**src/rtl/csc_pkg.sv**
```systemverilog
/*
 * csc_pkg: shared constants of the card status change register bank.
 * assumes: byte addresses on the control/status access port, 32-bit data.
 */
package csc_pkg;

    // register port widths
    localparam int unsigned ADDR_W         = 8;
    localparam int unsigned DATA_W         = 32;
    localparam int unsigned BE_W           = DATA_W / 8;

    // byte offsets inside the control/status space
    localparam logic [ADDR_W-1:0] OFF_LINK_STATE  = 8'h2c; // byte register, lane 0
    localparam logic [ADDR_W-1:0] OFF_EVENT_FLAGS = 8'h30; // base of the event group
    localparam logic [ADDR_W-1:0] OFF_EVENT_MASKS = 8'h34;

    // link state byte fields
    localparam int unsigned LS_LINK_BIT    = 0;
    localparam int unsigned LS_SPEED_BIT   = 1;
    localparam int unsigned LS_DUPLEX_BIT  = 2;
    localparam int unsigned LS_W           = 8;
    localparam logic [LS_W-1:0] LS_RESET   = 8'h00;

    // event and mask fields
    localparam int unsigned EV_IRQ_BIT     = 15;
    localparam int unsigned EV_WAKE_BIT    = 4;
    localparam int unsigned EV_BATT_RDY    = 2;
    localparam int unsigned EV_BATT_WP     = 1;
    localparam int unsigned MK_IRQ_BIT     = 15;
    localparam int unsigned MK_WAKE_BIT    = 14;
    localparam int unsigned MK_AUDIO_HI    = 6;
    localparam int unsigned MK_AUDIO_LO    = 5;
    localparam int unsigned MK_GENERAL_WAKE_BIT_BIT   = 4;
    localparam int unsigned MK_BATT_RDY    = 2;
    localparam int unsigned MK_BATT_WP     = 1;

    // writable bits of the mask register and reset images
    localparam logic [DATA_W-1:0] MK_WRITABLE  = 32'h0000_c076;
    localparam logic [DATA_W-1:0] EV_RESET     = 32'h0000_0000;
    localparam logic [DATA_W-1:0] MK_RESET     = 32'h0000_0000;
    localparam logic [DATA_W-1:0] RD_UNMAPPED  = 32'h0000_0000;

    // register selected by an access
    typedef enum logic [1:0] {
        CSC_SEL_NONE  = 2'h0,
        CSC_SEL_LINK  = 2'h1,
        CSC_SEL_EVENT = 2'h2,
        CSC_SEL_MASK  = 2'h3
    } csc_sel_t;

endpackage : csc_pkg

```
**src/rtl/csc_flag.sv**
```systemverilog
/*
 * csc_flag: one sticky event flag, set by hardware, cleared by a request.
 * assumes: set and clear are one-cycle conditions on clk_in.
 */
`timescale 1ns/10ps
module csc_flag (
    // clock and power-up reset
    input  wire logic clk_in,
    input  wire logic reset_in,
    // set and clear requests
    input  wire logic set_in,
    input  wire logic clear_in,
    // flag state
    output logic      flag_out
);

    logic flag_d;

    // a set in the same cycle as a clear keeps the flag high
    always_comb begin
        flag_d = flag_out;
        if (clear_in) begin
            flag_d = 1'b0;
        end
        if (set_in) begin
            flag_d = 1'b1;
        end
    end

    // flag register, reset by power-up reset only
    always_ff @(posedge clk_in) begin
        if (reset_in) begin
            flag_out <= 1'b0;
        end else begin
            flag_out <= flag_d;
        end
    end

endmodule : csc_flag

```
**src/rtl/csc_link_state.sv**
```systemverilog
/*
 * csc_link_state: tracks the physical layer link, speed and duplex levels.
 * assumes: phy status levels are synchronous to clk_in.
 */
`timescale 1ns/10ps
module csc_link_state
    import csc_pkg::*;
(
    // clock and power-up reset
    input  wire logic            clk_in,
    input  wire logic            reset_in,
    // live physical layer status
    input  wire logic            link_valid_in,
    input  wire logic            speed_100_in,
    input  wire logic            full_duplex_in,
    // register image
    output logic [csc_pkg::LS_W-1:0] state_out
);

    logic [LS_W-1:0] state_d;

    // follow the phy every cycle; upper bits stay zero
    always_comb begin
        state_d                = LS_RESET;
        state_d[LS_LINK_BIT]   = link_valid_in;
        state_d[LS_SPEED_BIT]  = speed_100_in;
        state_d[LS_DUPLEX_BIT] = full_duplex_in;
    end

    // image register, link bit reads zero after reset
    always_ff @(posedge clk_in) begin
        if (reset_in) begin
            state_out <= LS_RESET;
        end else begin
            state_out <= state_d;
        end
    end

endmodule : csc_link_state

```
**src/rtl/csc_status_change_regs.sv**
```systemverilog
/*
 * csc_status_change_regs: link state byte, function event flags and event
 * masks of a network function in card bus mode, with the status change and
 * interrupt outputs they drive.
 * assumes: one clock; reset_in is the power-up reset; the host bridge
 * reaches the registers over the control/status access port below.
 * phy levels and event sources are synchronous to clk_in;
 * power management write-one clears arrive as pulses;
 * software keeps off the bank in pci mode, where accesses
 * are dropped without an answer.
 */
//
// What this block does
// - read-only link byte, card bus only, upper five bits read zero.
// - link byte bit 2 shows duplex, one full, zero half.
// - link byte bit 1 shows speed, one 100 Mbps, zero 10 Mbps.
// - link byte bit 0 shows link valid, zero after reset.
// - only interrupt and general wake event bits do anything.
// - every status change register resets only on power-up reset.
// - event bit 15 sets when the interrupt source is active, mask ignored.
// - event bit 15 clears on write one only once source is serviced.
// - event bit 4 sets when the wake source rises, mask ignored.
// - write one to bit 4 clears it and the power status flag.
// - write one to the power status flag also clears event bit 4.
// - event bits 2 and 1 are battery positions, zero after reset.
// - mask bit 15 low blocks the interrupt line, events unaffected.
// - interrupt line needs mask bit 15 and the control block enable.
// - mask bit 14 low blocks the status change line unless power enable is set, events unaffected.
// - mask bit 14 works together with mask bit 4.
// - mask bits 6:5 hold the audio enable setting, reset zero.
// - status change from the wake event with wake and general masks, or with power enable.
// - in card bus mode, clearing wake status in the power driver register clears bit 4.
`timescale 1ns/10ps
module csc_status_change_regs
    import csc_pkg::*;
(
    // clock and power-up reset
    input  wire logic                    clk_in,
    input  wire logic                    reset_in,
    // operating mode
    input  wire logic                    cardbus_mode_in,
    // control/status access port
    input  wire logic [csc_pkg::ADDR_W-1:0] csr_addr_in,
    input  wire logic                    csr_write_in,
    input  wire logic                    csr_read_in,
    input  wire logic [csc_pkg::BE_W-1:0]   csr_byte_en_in,
    input  wire logic [csc_pkg::DATA_W-1:0] csr_wdata_in,
    output logic [csc_pkg::DATA_W-1:0]   csr_rdata_out,
    output logic                         csr_rvalid_out,
    // physical layer status
    input  wire logic                    link_valid_in,
    input  wire logic                    speed_100_in,
    input  wire logic                    full_duplex_in,
    // function event sources
    input  wire logic                    irq_source_in,
    input  wire logic                    wake_source_in,
    // power management and system control block
    input  wire logic                    pm_enable_in,
    input  wire logic                    pm_status_write_one_in,
    input  wire logic                    driver_wake_clear_in,
    input  wire logic                    irq_control_enable_in,
    // outputs to the bus and power logic
    output logic                         irq_assert_out,
    output logic                         status_change_out,
    output logic                         pm_status_clear_out,
    output logic [1:0]                   pulse_audio_enable_out
);

    // decode of an access address, used by both read and write paths
    // unmapped offsets select nothing and read zero
    function automatic csc_sel_t csc_decode(input logic [ADDR_W-1:0] addr);
        csc_sel_t sel;
        sel = CSC_SEL_NONE;
        case (addr)
            OFF_LINK_STATE:  sel = CSC_SEL_LINK;
            OFF_EVENT_FLAGS: sel = CSC_SEL_EVENT;
            OFF_EVENT_MASKS: sel = CSC_SEL_MASK;
            default:         sel = CSC_SEL_NONE;
        endcase
        return sel;
    endfunction : csc_decode

    // expand byte enables to a bit mask
    // a lane with its enable low keeps its bits
    function automatic logic [DATA_W-1:0] csc_lanes(input logic [BE_W-1:0] be);
        logic [DATA_W-1:0] m;
        m = '0;
        for (int i = 0; i < BE_W; i++) begin
            m[i*8 +: 8] = {8{be[i]}};
        end
        return m;
    endfunction : csc_lanes

    // access qualification
    csc_sel_t          wr_sel;
    csc_sel_t          rd_sel;
    logic              wr_ok;
    logic              rd_ok;
    logic [DATA_W-1:0] wr_bits;

    // register state
    // event image is rebuilt from the two flags
    logic [LS_W-1:0]   link_state_byte;
    logic [DATA_W-1:0] function_event_masks_q;
    logic [DATA_W-1:0] function_event_masks_d;
    logic [DATA_W-1:0] function_event_flags;
    logic              irq_event_bit;
    logic              general_wake_bit;
    logic              wake_source_q;
    logic              wake_source_d;
    logic              wake_rise;

    // clear requests for the two live event bits
    // each clear is a one-cycle condition
    logic              irq_clear;
    logic              wake_clear;
    logic              wake_write_one;

    // read path and outputs
    logic [DATA_W-1:0] csr_rdata_d;
    logic              csr_rvalid_d;
    logic              irq_assert_d;
    logic              status_change_d;
    logic              pm_status_clear_d;

    // address decode for the write and read paths
    always_comb begin
        wr_sel  = csc_decode(csr_addr_in);
        rd_sel  = csc_decode(csr_addr_in);
    end

    // accesses count only in card bus mode; pci mode leaves everything alone
    always_comb begin
        wr_ok   = csr_write_in && cardbus_mode_in;
        rd_ok   = csr_read_in && cardbus_mode_in;
        wr_bits = csr_wdata_in & csc_lanes(csr_byte_en_in);
    end

    // link state byte follows the phy; it has no write path
    // a write to its offset finds nothing to change
    csc_link_state u_link_state (
        .clk_in         (clk_in),
        .reset_in       (reset_in),
        .link_valid_in  (link_valid_in),
        .speed_100_in   (speed_100_in),
        .full_duplex_in (full_duplex_in),
        .state_out      (link_state_byte)
    );

    // wake source history, so a held source does not defeat a clear
    always_comb begin
        wake_source_d = wake_source_in;
    end

    // zero after reset matches the idle source level
    always_ff @(posedge clk_in) begin
        if (reset_in) begin
            wake_source_q <= 1'b0;
        end else begin
            wake_source_q <= wake_source_d;
        end
    end

    // a new wake is a low to high step of the source
    always_comb begin
        wake_rise      = wake_source_in && !wake_source_q;
    end

    // interrupt clear only once the source is serviced
    always_comb begin
        irq_clear      = wr_ok && (wr_sel == CSC_SEL_EVENT)
                         && wr_bits[EV_IRQ_BIT] && !irq_source_in;
    end

    // three ways to clear the wake bit
    always_comb begin
        wake_write_one = wr_ok && (wr_sel == CSC_SEL_EVENT)
                         && wr_bits[EV_WAKE_BIT];
        wake_clear     = wake_write_one
                         || pm_status_write_one_in
                         || (driver_wake_clear_in && cardbus_mode_in);
    end

    // interrupt event flag, set by the live source whatever the mask says
    // a clear while the source is high loses to the set
    csc_flag u_irq_flag (
        .clk_in   (clk_in),
        .reset_in (reset_in),
        .set_in   (irq_source_in),
        .clear_in (irq_clear),
        .flag_out (irq_event_bit)
    );

    // general wake event flag, set on each new wake, mask ignored
    // a held source sets the bit only once
    csc_flag u_wake_flag (
        .clk_in   (clk_in),
        .reset_in (reset_in),
        .set_in   (wake_rise),
        .clear_in (wake_clear),
        .flag_out (general_wake_bit)
    );

    // event register image; battery and reserved positions read zero
    // the battery positions have no source here
    always_comb begin
        function_event_flags              = EV_RESET;
        function_event_flags[EV_IRQ_BIT]  = irq_event_bit;
        function_event_flags[EV_WAKE_BIT] = general_wake_bit;
    end

    // mask register: only the defined bits take writes
    // the audio field is plain storage
    always_comb begin
        function_event_masks_d = function_event_masks_q;
        if (wr_ok && (wr_sel == CSC_SEL_MASK)) begin
            function_event_masks_d = (function_event_masks_q & ~(MK_WRITABLE
                                     & csc_lanes(csr_byte_en_in)))
                                     | (wr_bits & MK_WRITABLE);
        end
    end

    // mask register storage, power-up reset only
    // no soft reset reaches here, masks survive it
    always_ff @(posedge clk_in) begin
        if (reset_in) begin
            function_event_masks_q <= MK_RESET;
        end else begin
            function_event_masks_q <= function_event_masks_d;
        end
    end

    // interrupt line gating; masks never touch the events
    // the control block enable is a live level
    always_comb begin
        irq_assert_d      = irq_event_bit
                            && function_event_masks_q[MK_IRQ_BIT]
                            && irq_control_enable_in;
    end

    // status change gating; the power path still needs a wake
    always_comb begin
        status_change_d   = general_wake_bit
                            && ((function_event_masks_q[MK_WAKE_BIT]
                                 && function_event_masks_q[MK_GENERAL_WAKE_BIT_BIT])
                                || pm_enable_in);
    end

    // a one written to the wake bit clears the power flag
    always_comb begin
        pm_status_clear_d = wake_write_one;
    end

    // read mux, answered one cycle after the request
    // pci mode reads get no answer at all
    // the link byte sits in lane 0, upper lanes zero
    always_comb begin
        csr_rdata_d  = RD_UNMAPPED;
        csr_rvalid_d = rd_ok;
        if (rd_ok) begin
            case (rd_sel)
                CSC_SEL_LINK:  csr_rdata_d = {{(DATA_W-LS_W){1'b0}}, link_state_byte};
                CSC_SEL_EVENT: csr_rdata_d = function_event_flags;
                CSC_SEL_MASK:  csr_rdata_d = function_event_masks_q;
                default:       csr_rdata_d = RD_UNMAPPED;
            endcase
        end
    end

    // read answer registers; data returns to zero after the answer
    always_ff @(posedge clk_in) begin
        if (reset_in) begin
            csr_rdata_out  <= RD_UNMAPPED;
            csr_rvalid_out <= 1'b0;
        end else begin
            csr_rdata_out  <= csr_rdata_d;
            csr_rvalid_out <= csr_rvalid_d;
        end
    end

    // line and pulse registers, so pins never glitch
    always_ff @(posedge clk_in) begin
        if (reset_in) begin
            irq_assert_out      <= 1'b0;
            status_change_out   <= 1'b0;
            pm_status_clear_out <= 1'b0;
        end else begin
            irq_assert_out      <= irq_assert_d;
            status_change_out   <= status_change_d;
            pm_status_clear_out <= pm_status_clear_d;
        end
    end

    // audio copy, taken from the next mask so it moves with it
    always_ff @(posedge clk_in) begin
        if (reset_in) begin
            pulse_audio_enable_out <= 2'h0;
        end else begin
            pulse_audio_enable_out <= function_event_masks_d[MK_AUDIO_HI:MK_AUDIO_LO];
        end
    end

endmodule : csc_status_change_regs

```
**config.mk**
```make
export PLATFORM = sky130hd
export DESIGN_NAME = csc_status_change_regs
export DESIGN_NICKNAME = d
export VERILOG_FILES = /design/src/rtl/csc_pkg.sv /design/src/rtl/csc_flag.sv /design/src/rtl/csc_link_state.sv /design/src/rtl/csc_status_change_regs.sv
export SDC_FILE = /design/constraint.sdc
export NUM_CORES = 1
export LEC_CHECK = 0
export BUFFER_PORTS_ARGS = -buffer_cell sky130_fd_sc_hd__buf_2
export CAP_MARGIN = 20
export CORE_MARGIN = 1
export CORE_UTILIZATION = 41
export CTS_BUF_LIST = sky130_fd_sc_hd__clkbuf_16
export CTS_CLUSTER_DIAMETER = 100
export DETAILED_ROUTE_END_ITERATION = 8
export HOLD_SLACK_MARGIN = 0.02
export PLACE_DENSITY_LB_ADDON = 0.15
export REMOVE_ABC_BUFFERS = 1
export SETUP_SLACK_MARGIN = 0.1
export SYNTH_ARGS = -nofsm -noshare
export SYNTH_HDL_FRONTEND = slang
export SYNTH_SLANG_ARGS = --single-unit
```
**constraint.sdc**
```tcl
create_clock -name clk_in -period 4.7 [get_ports clk_in]
set_clock_uncertainty 0.1 [all_clocks]
set_input_delay 0.705 -clock clk_in [delete_from_list [all_inputs] [get_ports clk_in]]
set_output_delay 0.705 -clock clk_in [all_outputs]
set_load 0.1 [all_outputs]
```
Word-level counts from Yosys, hierarchy flattened
Index checks and enable logic that the tools add are counted.

storage, ports and cells
  logic and storage cells = 50
  output and inout port bits = 38
  bits of input ports = 58
  register bits after elaboration = 79

cells by class
  equality and inequality tests = 6
  bitwise gates (word level) = 5
  reductions and logical operators = 21
  multiplexer cells = 6

operator list
  operator                                                                count
  32-bit case mux with 3 select lines                                     1
  32-bit AND                                                              1
  16-bit NOT with 32-bit output                                           1
  32-bit by 16-bit bitwise OR with 32-bit output                          1
  8-bit by 6-bit equality test with 1-bit output (second input constant)  3
  16-bit AND                                                              1
  1-bit logical AND                                                       13
  2-bit case mux with 3 select lines                                      1
  2-bit equality test (second input constant)                             2
  1-bit two-way mux                                                       4
  2-bit nonzero test                                                      2
  1-bit logical OR                                                        3
  2-bit by 1-bit equality test with 1-bit output (second input constant)  1
  1-bit logical NOT                                                       2
  2-bit OR reduction                                                      1
  1-bit NOT                                                               1

Longest topological paths before layout
Gate-level depths: netlist (run 1).

  depth after elaboration = 9
  gate-level depth with buffers = 4
  depth with buffers taken out = 3

Cells and area by module
From an unflattened synthesis (run 1), not the netlist that was laid out.

second synthesis, totals
  cells, all modules = 136
  area, all modules = 1,317.5 um2

by module, submodules not included
  module                  cells each  area an instance (um2)  instances  sequential area each (um2)
  csc_status_change_regs  116         1,119.8                 1          440.4
  csc_link_state          12          120.1                   1          60.1
  csc_flag                4           38.8                    2          20.0

Worst setup path before layout (run 1)
OpenSTA, ideal clock, no wires.

  path kind = in2reg
  from = in csr_addr_in[7] in the netlist's numbering
  to = reg (tool-made name)
  stages = 3
  required time = 4.528 ns
  setup time = 0.072 ns
  buffers on the path = 0
  path slack = 2.631 ns
  data arrival time = 1.897 ns
  path through = or4_4 -> nor4_4 -> mux2i_1

RTL lines
  item                line                          text
  start: declaration  csc_status_change_regs.sv:43  input wire logic [csc_pkg::ADDR_W-1:0] csr_addr_in,

==> results.md, run 1 <==
- Yosys top cell by area: dfxtp_1
- IO Count: 96
- DP Area: 1301 um^2
- Clk slew on worst S/H paths: 0.07 ns
- H-tree depth: 1
- Nature of the critical path endpoint: register
- Critical path class: in -> reg
- Post-route antenna net violation count: 0
- Wire per inst: 11.54 um
- Synth area leaders: dfxtp_1 43%, buf_4 17%, nand2b_1 8.1%
- Total GRT Usage: 0.1529
- Drt pass-1 iters: 4
- Area share of the largest cell type after synthesis: 0.4301
- Post-synth EDFFs: 0
- Floorplan core area: 2567 um^2
- Vias in the first global route: 818
- Final hold violations: 0
- Ys Warns: 0
- Static Leak: 0.0006673 uW
- Worst-Margin Slew: 0.5725 ns
- Setup TNS Final: 0 ns
- Seq cells post-synth: 25
- Post-CTS Setup Bufs: 0
- Deepest clock path buffer count: 2
- I/O Buffers: 44
- Via count: 892
- DR iter-0 viols: 20
- Total CTS buffers: 3
- Unrepaired setup endpoints after global routing: no
- Hold-fix buffers, CTS: 0
- Vias per inst: around 4.6
- Clk root buf: clkbuf_16
- Area Overhead vs Synth: 18.92%
- Asr flop ratio synth: 0
- Layout Nets: 221
- Yosys cell types: 26
- Crit Path Max Fanout: 3
- Post-synth top flop: dfxtp_1
- Rel. slew slack: 0.6148
- Critical Path Source Type: input port
- Multi-input logic area: 535.5 um^2
- DR DRC count: 0
- Design Area, Final: 1384 um^2
- Height of the chip: 55.28 um
- GPL Wtd Cong: 0.8883
- Sequential area share after synthesis: 0.4301
- Mapped Area: 1164 um^2
- CP arrival: approximately 2.2 ns
- Area of the die: 3055 um^2
- Max_cap viols: 0
- Slew Viols, Final: 0
- Post-Syn Instances: between 100 and 150
- Register area: 500.5 um^2
- Setup violators final: 0
- WP data required: 4.79 ns
- Worst Hold Class: reg -> reg
- Initial antenna violation count: 0
- Mapped Avg Cell Area: 9.697 um^2
- Max Clock Freq: 481.9 MHz
- Final core occ: 0.5390
- Max VDD drop: 0.3378 mV
- PostCTS Resize Cnt: 0
- Global-route wire length before repair: 3608 um
- Effective utilization at floorplan: 0.4532
- Die Wd: 55.28 um
- Clk sinks: 25
- Total Wirelength: between 2000 and 2500 um
- Min Tclk post-route: roughly 2.1 ns
- Ratio of cells with drive above 1 in the final layout: 0.3086
- Clk_lat worst skew: roughly 0.26 ns
- Final HPWL DP: approximately 1800 um
- Num rows: 18
- Fillcell total: 261
- Status: finished clean
- Pin count of the biggest net entering global routing: 24
- CTS tree: built
- Grt ovf: 0
- Diodes inserted: 0
- Pwr Density: 380.4 nW/um^2
- Fin crit share: 0.4415
## per-stage QoR
stage	total power [uW]	std cells	hold slack, ns	setup WS, ns
2_1_floorplan	320.5	114	0.3290	2.631
5_1_grt	545.9	192	0.3884	2.543
6_report	526.4	192	0.3595	2.625
3_3_place_gp	339.1	188	0.3370	2.382
3_5_place_dp	340.2	188	0.3448	2.359
4_1_cts	530.6	192	0.3605	2.637
## path summary, 6_finish.rpt
kind                        startpoint  slack (ns)  cells after the start                    to
min reg2reg  u_link_state.state_out[0]        0.36                      1      csr_rdata_out[0]
max                     csr_addr_in[7]        2.63                      4              register
min          u_link_state.state_out[0]        0.36                      1      csr_rdata_out[0]
max reg2reg       u_wake_flag.flag_out        3.75                      3  u_wake_flag.flag_out
## synthesized netlist by cell type, drive strengths merged, types with 2 or more instances
master   n
clkbuf   3
a22oi    4
mux2i    7
and3b    3
nand2b  15
nor3b    2
inv      2
nor2     7
buf     26
nand3    3
and3     5
nor2b    4
dfxtp   25
nor4     3
## worst max-delay path: stages
cell and delay [ns]:
buf_2 0.10, or4_4 0.57, nor4_1 0.52, mux2i_1 0.26
## layer usage
| metal | part of all wire | global-route usage |
|---|---|---|
| met4 | 0.010 | 0.05714 |
| met3 | 0.10 | 0.07260 |
| met2 | 0.47 | 0.2444 |
| met5 | 0 | 0 |
| met1 | 0.41 | 0.1772 |
## placed cells by master (no fill, tap or decap), types with 2 or more instances in the layout
master      n
a22oi_1     4
and3_1      5
and3b_1     3
buf_2      44
clkbuf_16   3
conb_1     24
dfxtp_1    25
inv_1       2
mux2i_1     7
nand2b_1   15
nand3_1     3
nor2_1      7
nor2b_1     4
nor3b_1     2
nor4_1      2
## where the power goes
group / internal [uW] / total, uW / switching (uW)
Sequential: 215 / 217 / 1.28
Combinational: 16.7 / 119 / 102
Clock: 116 / 191 / 75.3
## layout make-up
type,instances,share of cell area
clock buffer,3,0.05425
clock inverter,1,0.005425
inverter,2,0.005425
multi-input combinational,87,0.3870
sequential,25,0.3617
tap,30,0.02712
timing repair buffer,44,0.1591
## kinds of logic (layout without fill, tap and decap cells)
kind of cell	count (synthesis)	in the layout	share of synthesized area
AND/OR/NAND/NOR	47	47	0.2667
multiplexers	7	7	0.06022
buffers and inverters	31	50	0.1839
flip-flops	25	25	0.4301
AO/OA/AOI/OAI	9	9	0.05592
other	1	24	0.003223
Note: power is estimated with default switching activity, not from simulation.
==> inputs of run 2 (changes only) <==
Settings changed: ABC_AREA set to 1, CORE_UTILIZATION 41 to 39.
Clock period 4.7 ns to 1.98 ns, I/O delays scaled along.
==> run 2 against run 1 <==
Clock power up 140%. First-iteration DRC count is 15% lower. Combinational power rose by 150%. Critical path depth fell by 3. Design area rose by 8.8%. Synthesized cell count up 48%. Sequential share of layout area is 2.9 points lower.
==> results.md, run 2 <==
- Status: finished clean (unchanged)
- Max Clock Freq: 695.5 MHz
- Setup violators final: 0 (unchanged)
- Commonest non-fill, non-tap cell in the layout: buf_2 (unchanged)
- PostCTS Resize Cnt: 0 (unchanged)
- Post-synth top flop: dfxtp_1 (unchanged)
- Deepest clock path buffer count: 2 (unchanged)
- H-tree depth: 1 (unchanged)
- Post-route antenna net violation count: 0 (unchanged)
- IO Count: 96 (unchanged)
- Grt ovf: 0 (unchanged)
- Cells after DPL: 262 (was 188)
- GR Util met1: 0.1658 (was 0.1772)
- Drt pass-1 iters: 4 (unchanged)
- Static Leak: 0.0008204 uW (was 0.0006673 uW)
- Diodes inserted: 0 (unchanged)
- Critical path's largest stage delay: 0.43 ns (was 0.57 ns)
- Top Family by Delay on Critical Path: buffers and inverters (was simple AND/OR/NAND/NOR gates)
- Area of the die: 3465 um^2 (was 3055 um^2)
- Initial antenna violation count: 0 (unchanged)
- Mapped Avg Cell Area: 7.085 um^2 (was 9.697 um^2)
- Hold_sp: full_duplex_in (was u_link_state.state_out[0])
- Area share of the largest cell type after synthesis: 0.3968 (was 0.4301)
- Ratio of cells with drive above 1 in the final layout: 0.2748 (was 0.3086)
- Reg2reg setup slack: 1.13 ns (was 3.75 ns)
- Wire per inst: 8.376 um (was 11.54 um)
- Hold EP: u_link_state.state_out[2] (was csr_rdata_out[0])
- Critical Path Source Type: register (was input port)
- CTS tree: built (unchanged)
- Met2 usage: 0.2354 (was 0.2444)
- Die Wd: 58.87 um (was 55.28 um)
- DR iter-0 viols: 17 (was 20)
- Layout Nets: 281 (was 221)
- Pwr Density: 837.5 nW/um^2 (was 380.4 nW/um^2)
- Setup TNS Final: 0 ns (unchanged)
- Vias in the first global route: 872 (was 818)
- Fillcell total: 332 (was 261)
- Yosys cell types: 20 (was 26)
- Flop pwr share: 0.408 (was 0.412)
- Ys Warns: 0 (unchanged)
- Cell internal pwr: 822.6 uW (was 347.7 uW)
- Most frequent cells in the layout: 44 x buf_2, 33 x nor2_1, 32 x nand2_1, 25 x dfxtp_1 (was 44 x buf_2, 25 x dfxtp_1, 24 x conb_1, 15 x nand2b_1)
- CP Buf/Inv Count: 1 (unchanged)
- Post-synth EDFFs: 0 (unchanged)
- Synth top cells by count: 33 x nor2_1, 32 x nand2_1, 26 x buf_4, 25 x dfxtp_1, 24 x inv_1 (was 26 x buf_4, 25 x dfxtp_1, 15 x nand2b_1, 7 x mux2i_1, 7 x nor2_1)
- Critical path class: reg -> out (was in -> reg)
- Min Tclk post-route: approximately 1.4 ns
- Cell Chain, Critical Path: buf_2 (was buf_2, or4_4, nor4_1, mux2i_1)
- Unrepaired setup endpoints after global routing: no (unchanged)
- Seq cells post-synth: 25 (unchanged)
- GPL Wtd Cong: 0.7422 (was 0.8883)
- Total power: 1261 uW (was 526.4 uW)
- Sequential area share after synthesis: 0.3968 (was 0.4301)
- Crit Reg-Reg Endpoint: u_wake_flag.flag_out (unchanged)
- Design Area, Final: 1505 um^2 (was 1384 um^2)
- Clk root buf: clkbuf_16 (unchanged)
- RR Startpoint: u_wake_flag.flag_out (unchanged)
- Clk pwr share: 0.359 (was 0.363)
- Vias per inst: 4.008 (was 4.646)
- Via count: 1066 (was 892)
- Hold-fix buffers, CTS: 0 (unchanged)
- Clk_lat worst skew: 0.26 ns (about the same)
- Clk slew on worst S/H paths: 0.06 ns (was 0.07 ns)
- Total Wirelength: 2228 um (was 2215 um)
- Worst Hold Class: in -> reg (was reg -> reg)
- Switching share of power: 0.3475 (was 0.3395)
- Max VDD drop: 0.4541 mV (was 0.3378 mV)
- Mapped Area: 1261 um^2 (was 1164 um^2)
- Effective utilization at floorplan: 0.4131 (was 0.4532)
- GR peak layer: met2 (unchanged)
- Final hold violations: 0 (unchanged)
- GR Util met3: 0.02637 (was 0.07260)
- Hold depth: 3 (was 1)
- Synth area leaders: dfxtp_1 40%, buf_4 15%, nor2_1 9.8% (was dfxtp_1 43%, buf_4 17%, nand2b_1 8.1%)
- Fin crit share: 0.7261
- Comb power frac: 0.233 (was 0.226)
- Global-route wire length before repair: 3588 um (was 3608 um)
- Area Overhead vs Synth: 19.34% (was 18.92%)
- Cell with the most instances after synthesis: nor2_1 (was buf_4)
- Max_cap viols: 0 (unchanged)
- I/O Buffers: 44 (unchanged)
- Yosys top cell by area: dfxtp_1 (unchanged)
- P_sw: 438.1 uW (was 178.7 uW)
- Clk sinks: 25 (unchanged)
- Crit Path Max Fanout: 3 (unchanged)
- Post-Syn Instances: 178 (was 120)
- Pin count of the biggest net entering global routing: 16 (was 24)
- Floorplan core area: 3053 um^2 (was 2567 um^2)
- Slew Viols, Final: 0 (unchanged)
- Num rows: 20 (was 18)
- Total GRT Usage: 0.1400 (was 0.1529)
- DR DRC count: 0 (unchanged)
- Total CTS buffers: 3 (unchanged)
- Height of the chip: 58.87 um (was 55.28 um)
- Final core occ: 0.4930 (was 0.5390)
- CP arrival: 1.04 ns (was 2.16 ns)
- DP Area: 1423 um^2 (was 1301 um^2)
- Worst r2r path cells: 4 (was 3)
- Post-CTS Setup Bufs: 0 (unchanged)
- WP data required: 1.58 ns (was 4.79 ns)
- Final HPWL DP: 1840 um (was 1761 um)
- Non-filler instance count after layout: 266 (was 192)
- Nature of the critical path endpoint: output port (was register)
- Critical-path top delay cell: buf_2 (was or4_4)
- Asr flop ratio synth: 0 (unchanged)
[run 2: changes by cell type after synthesis, moves of 5 or more]
| cell | change |
|---|---|
| a21oi_1 | +7 |
| and3_1 | -5 |
| inv_1 | +22 |
| mux2i_1 | -7 |
| nand2_1 | +32 |
| nand2b_1 | -15 |
| nand3_1 | +9 |
| nor2_1 | +26 |
[run 2: metal layers]
layer  vias up  share of wire  wire (um)
met5         -              0          0
met4         0          0.018         41
met3         4          0.071        158
met2        45           0.44        979
met1       441           0.47       1049
li1        576              -          -
[run 2: worst max-delay path by stage]
stage	endpoint	slack, ns	cells past startpoint
3_5_place_dp	register	0.60	9
6_report	pulse_audio_enable_out[0]	0.54	1
5_1_grt	pulse_audio_enable_out[1]	0.50	1
3_3_place_gp	register	0.59	9
2_1_floorplan	pulse_audio_enable_out[0]	0.64	0
4_1_cts	pulse_audio_enable_out[0]	0.53	1
[run 2: metrics by stage]
| step | worst slack, ns | hold slack [ns] |
|---|---|---|
| floorplan | 0.6425 | 0.2682 |
| global placement | 0.5898 | 0.3178 |
| detailed placement | 0.5992 | 0.3135 |
| CTS | 0.5329 | 0.1479 |
| global route | 0.4989 | 0.1529 |
| finish | 0.5423 | 0.1422 |
[run 2: logic make-up after synthesis]
family,after synthesis,synth area share
buf+inv,55,0.2421
compound gates,10,0.04167
flops,25,0.3968
other cells,1,0.002973
simple gates,87,0.3165
[run 2: power groups by stage]
stage,logic [uW],clock network (uW),registers [uW]
3_5_place_dp,294,0,526
6_report,294,452,515
5_1_grt,309,477,515
2_1_floorplan,237,0,536
4_1_cts,295,464,515
3_3_place_gp,294,0,526
[run 2: cell type report]
type	count	area, um^2	area share
inverters	28	105.1	0.06983
clock buffers	3	75.07	0.04988
flip-flops and latches	25	500.5	0.3325
clock inverters	1	7.507	0.004988
multi-input cells	121	541.8	0.3599
repair buffers	44	220.2	0.1463
well taps	44	55.05	0.03658
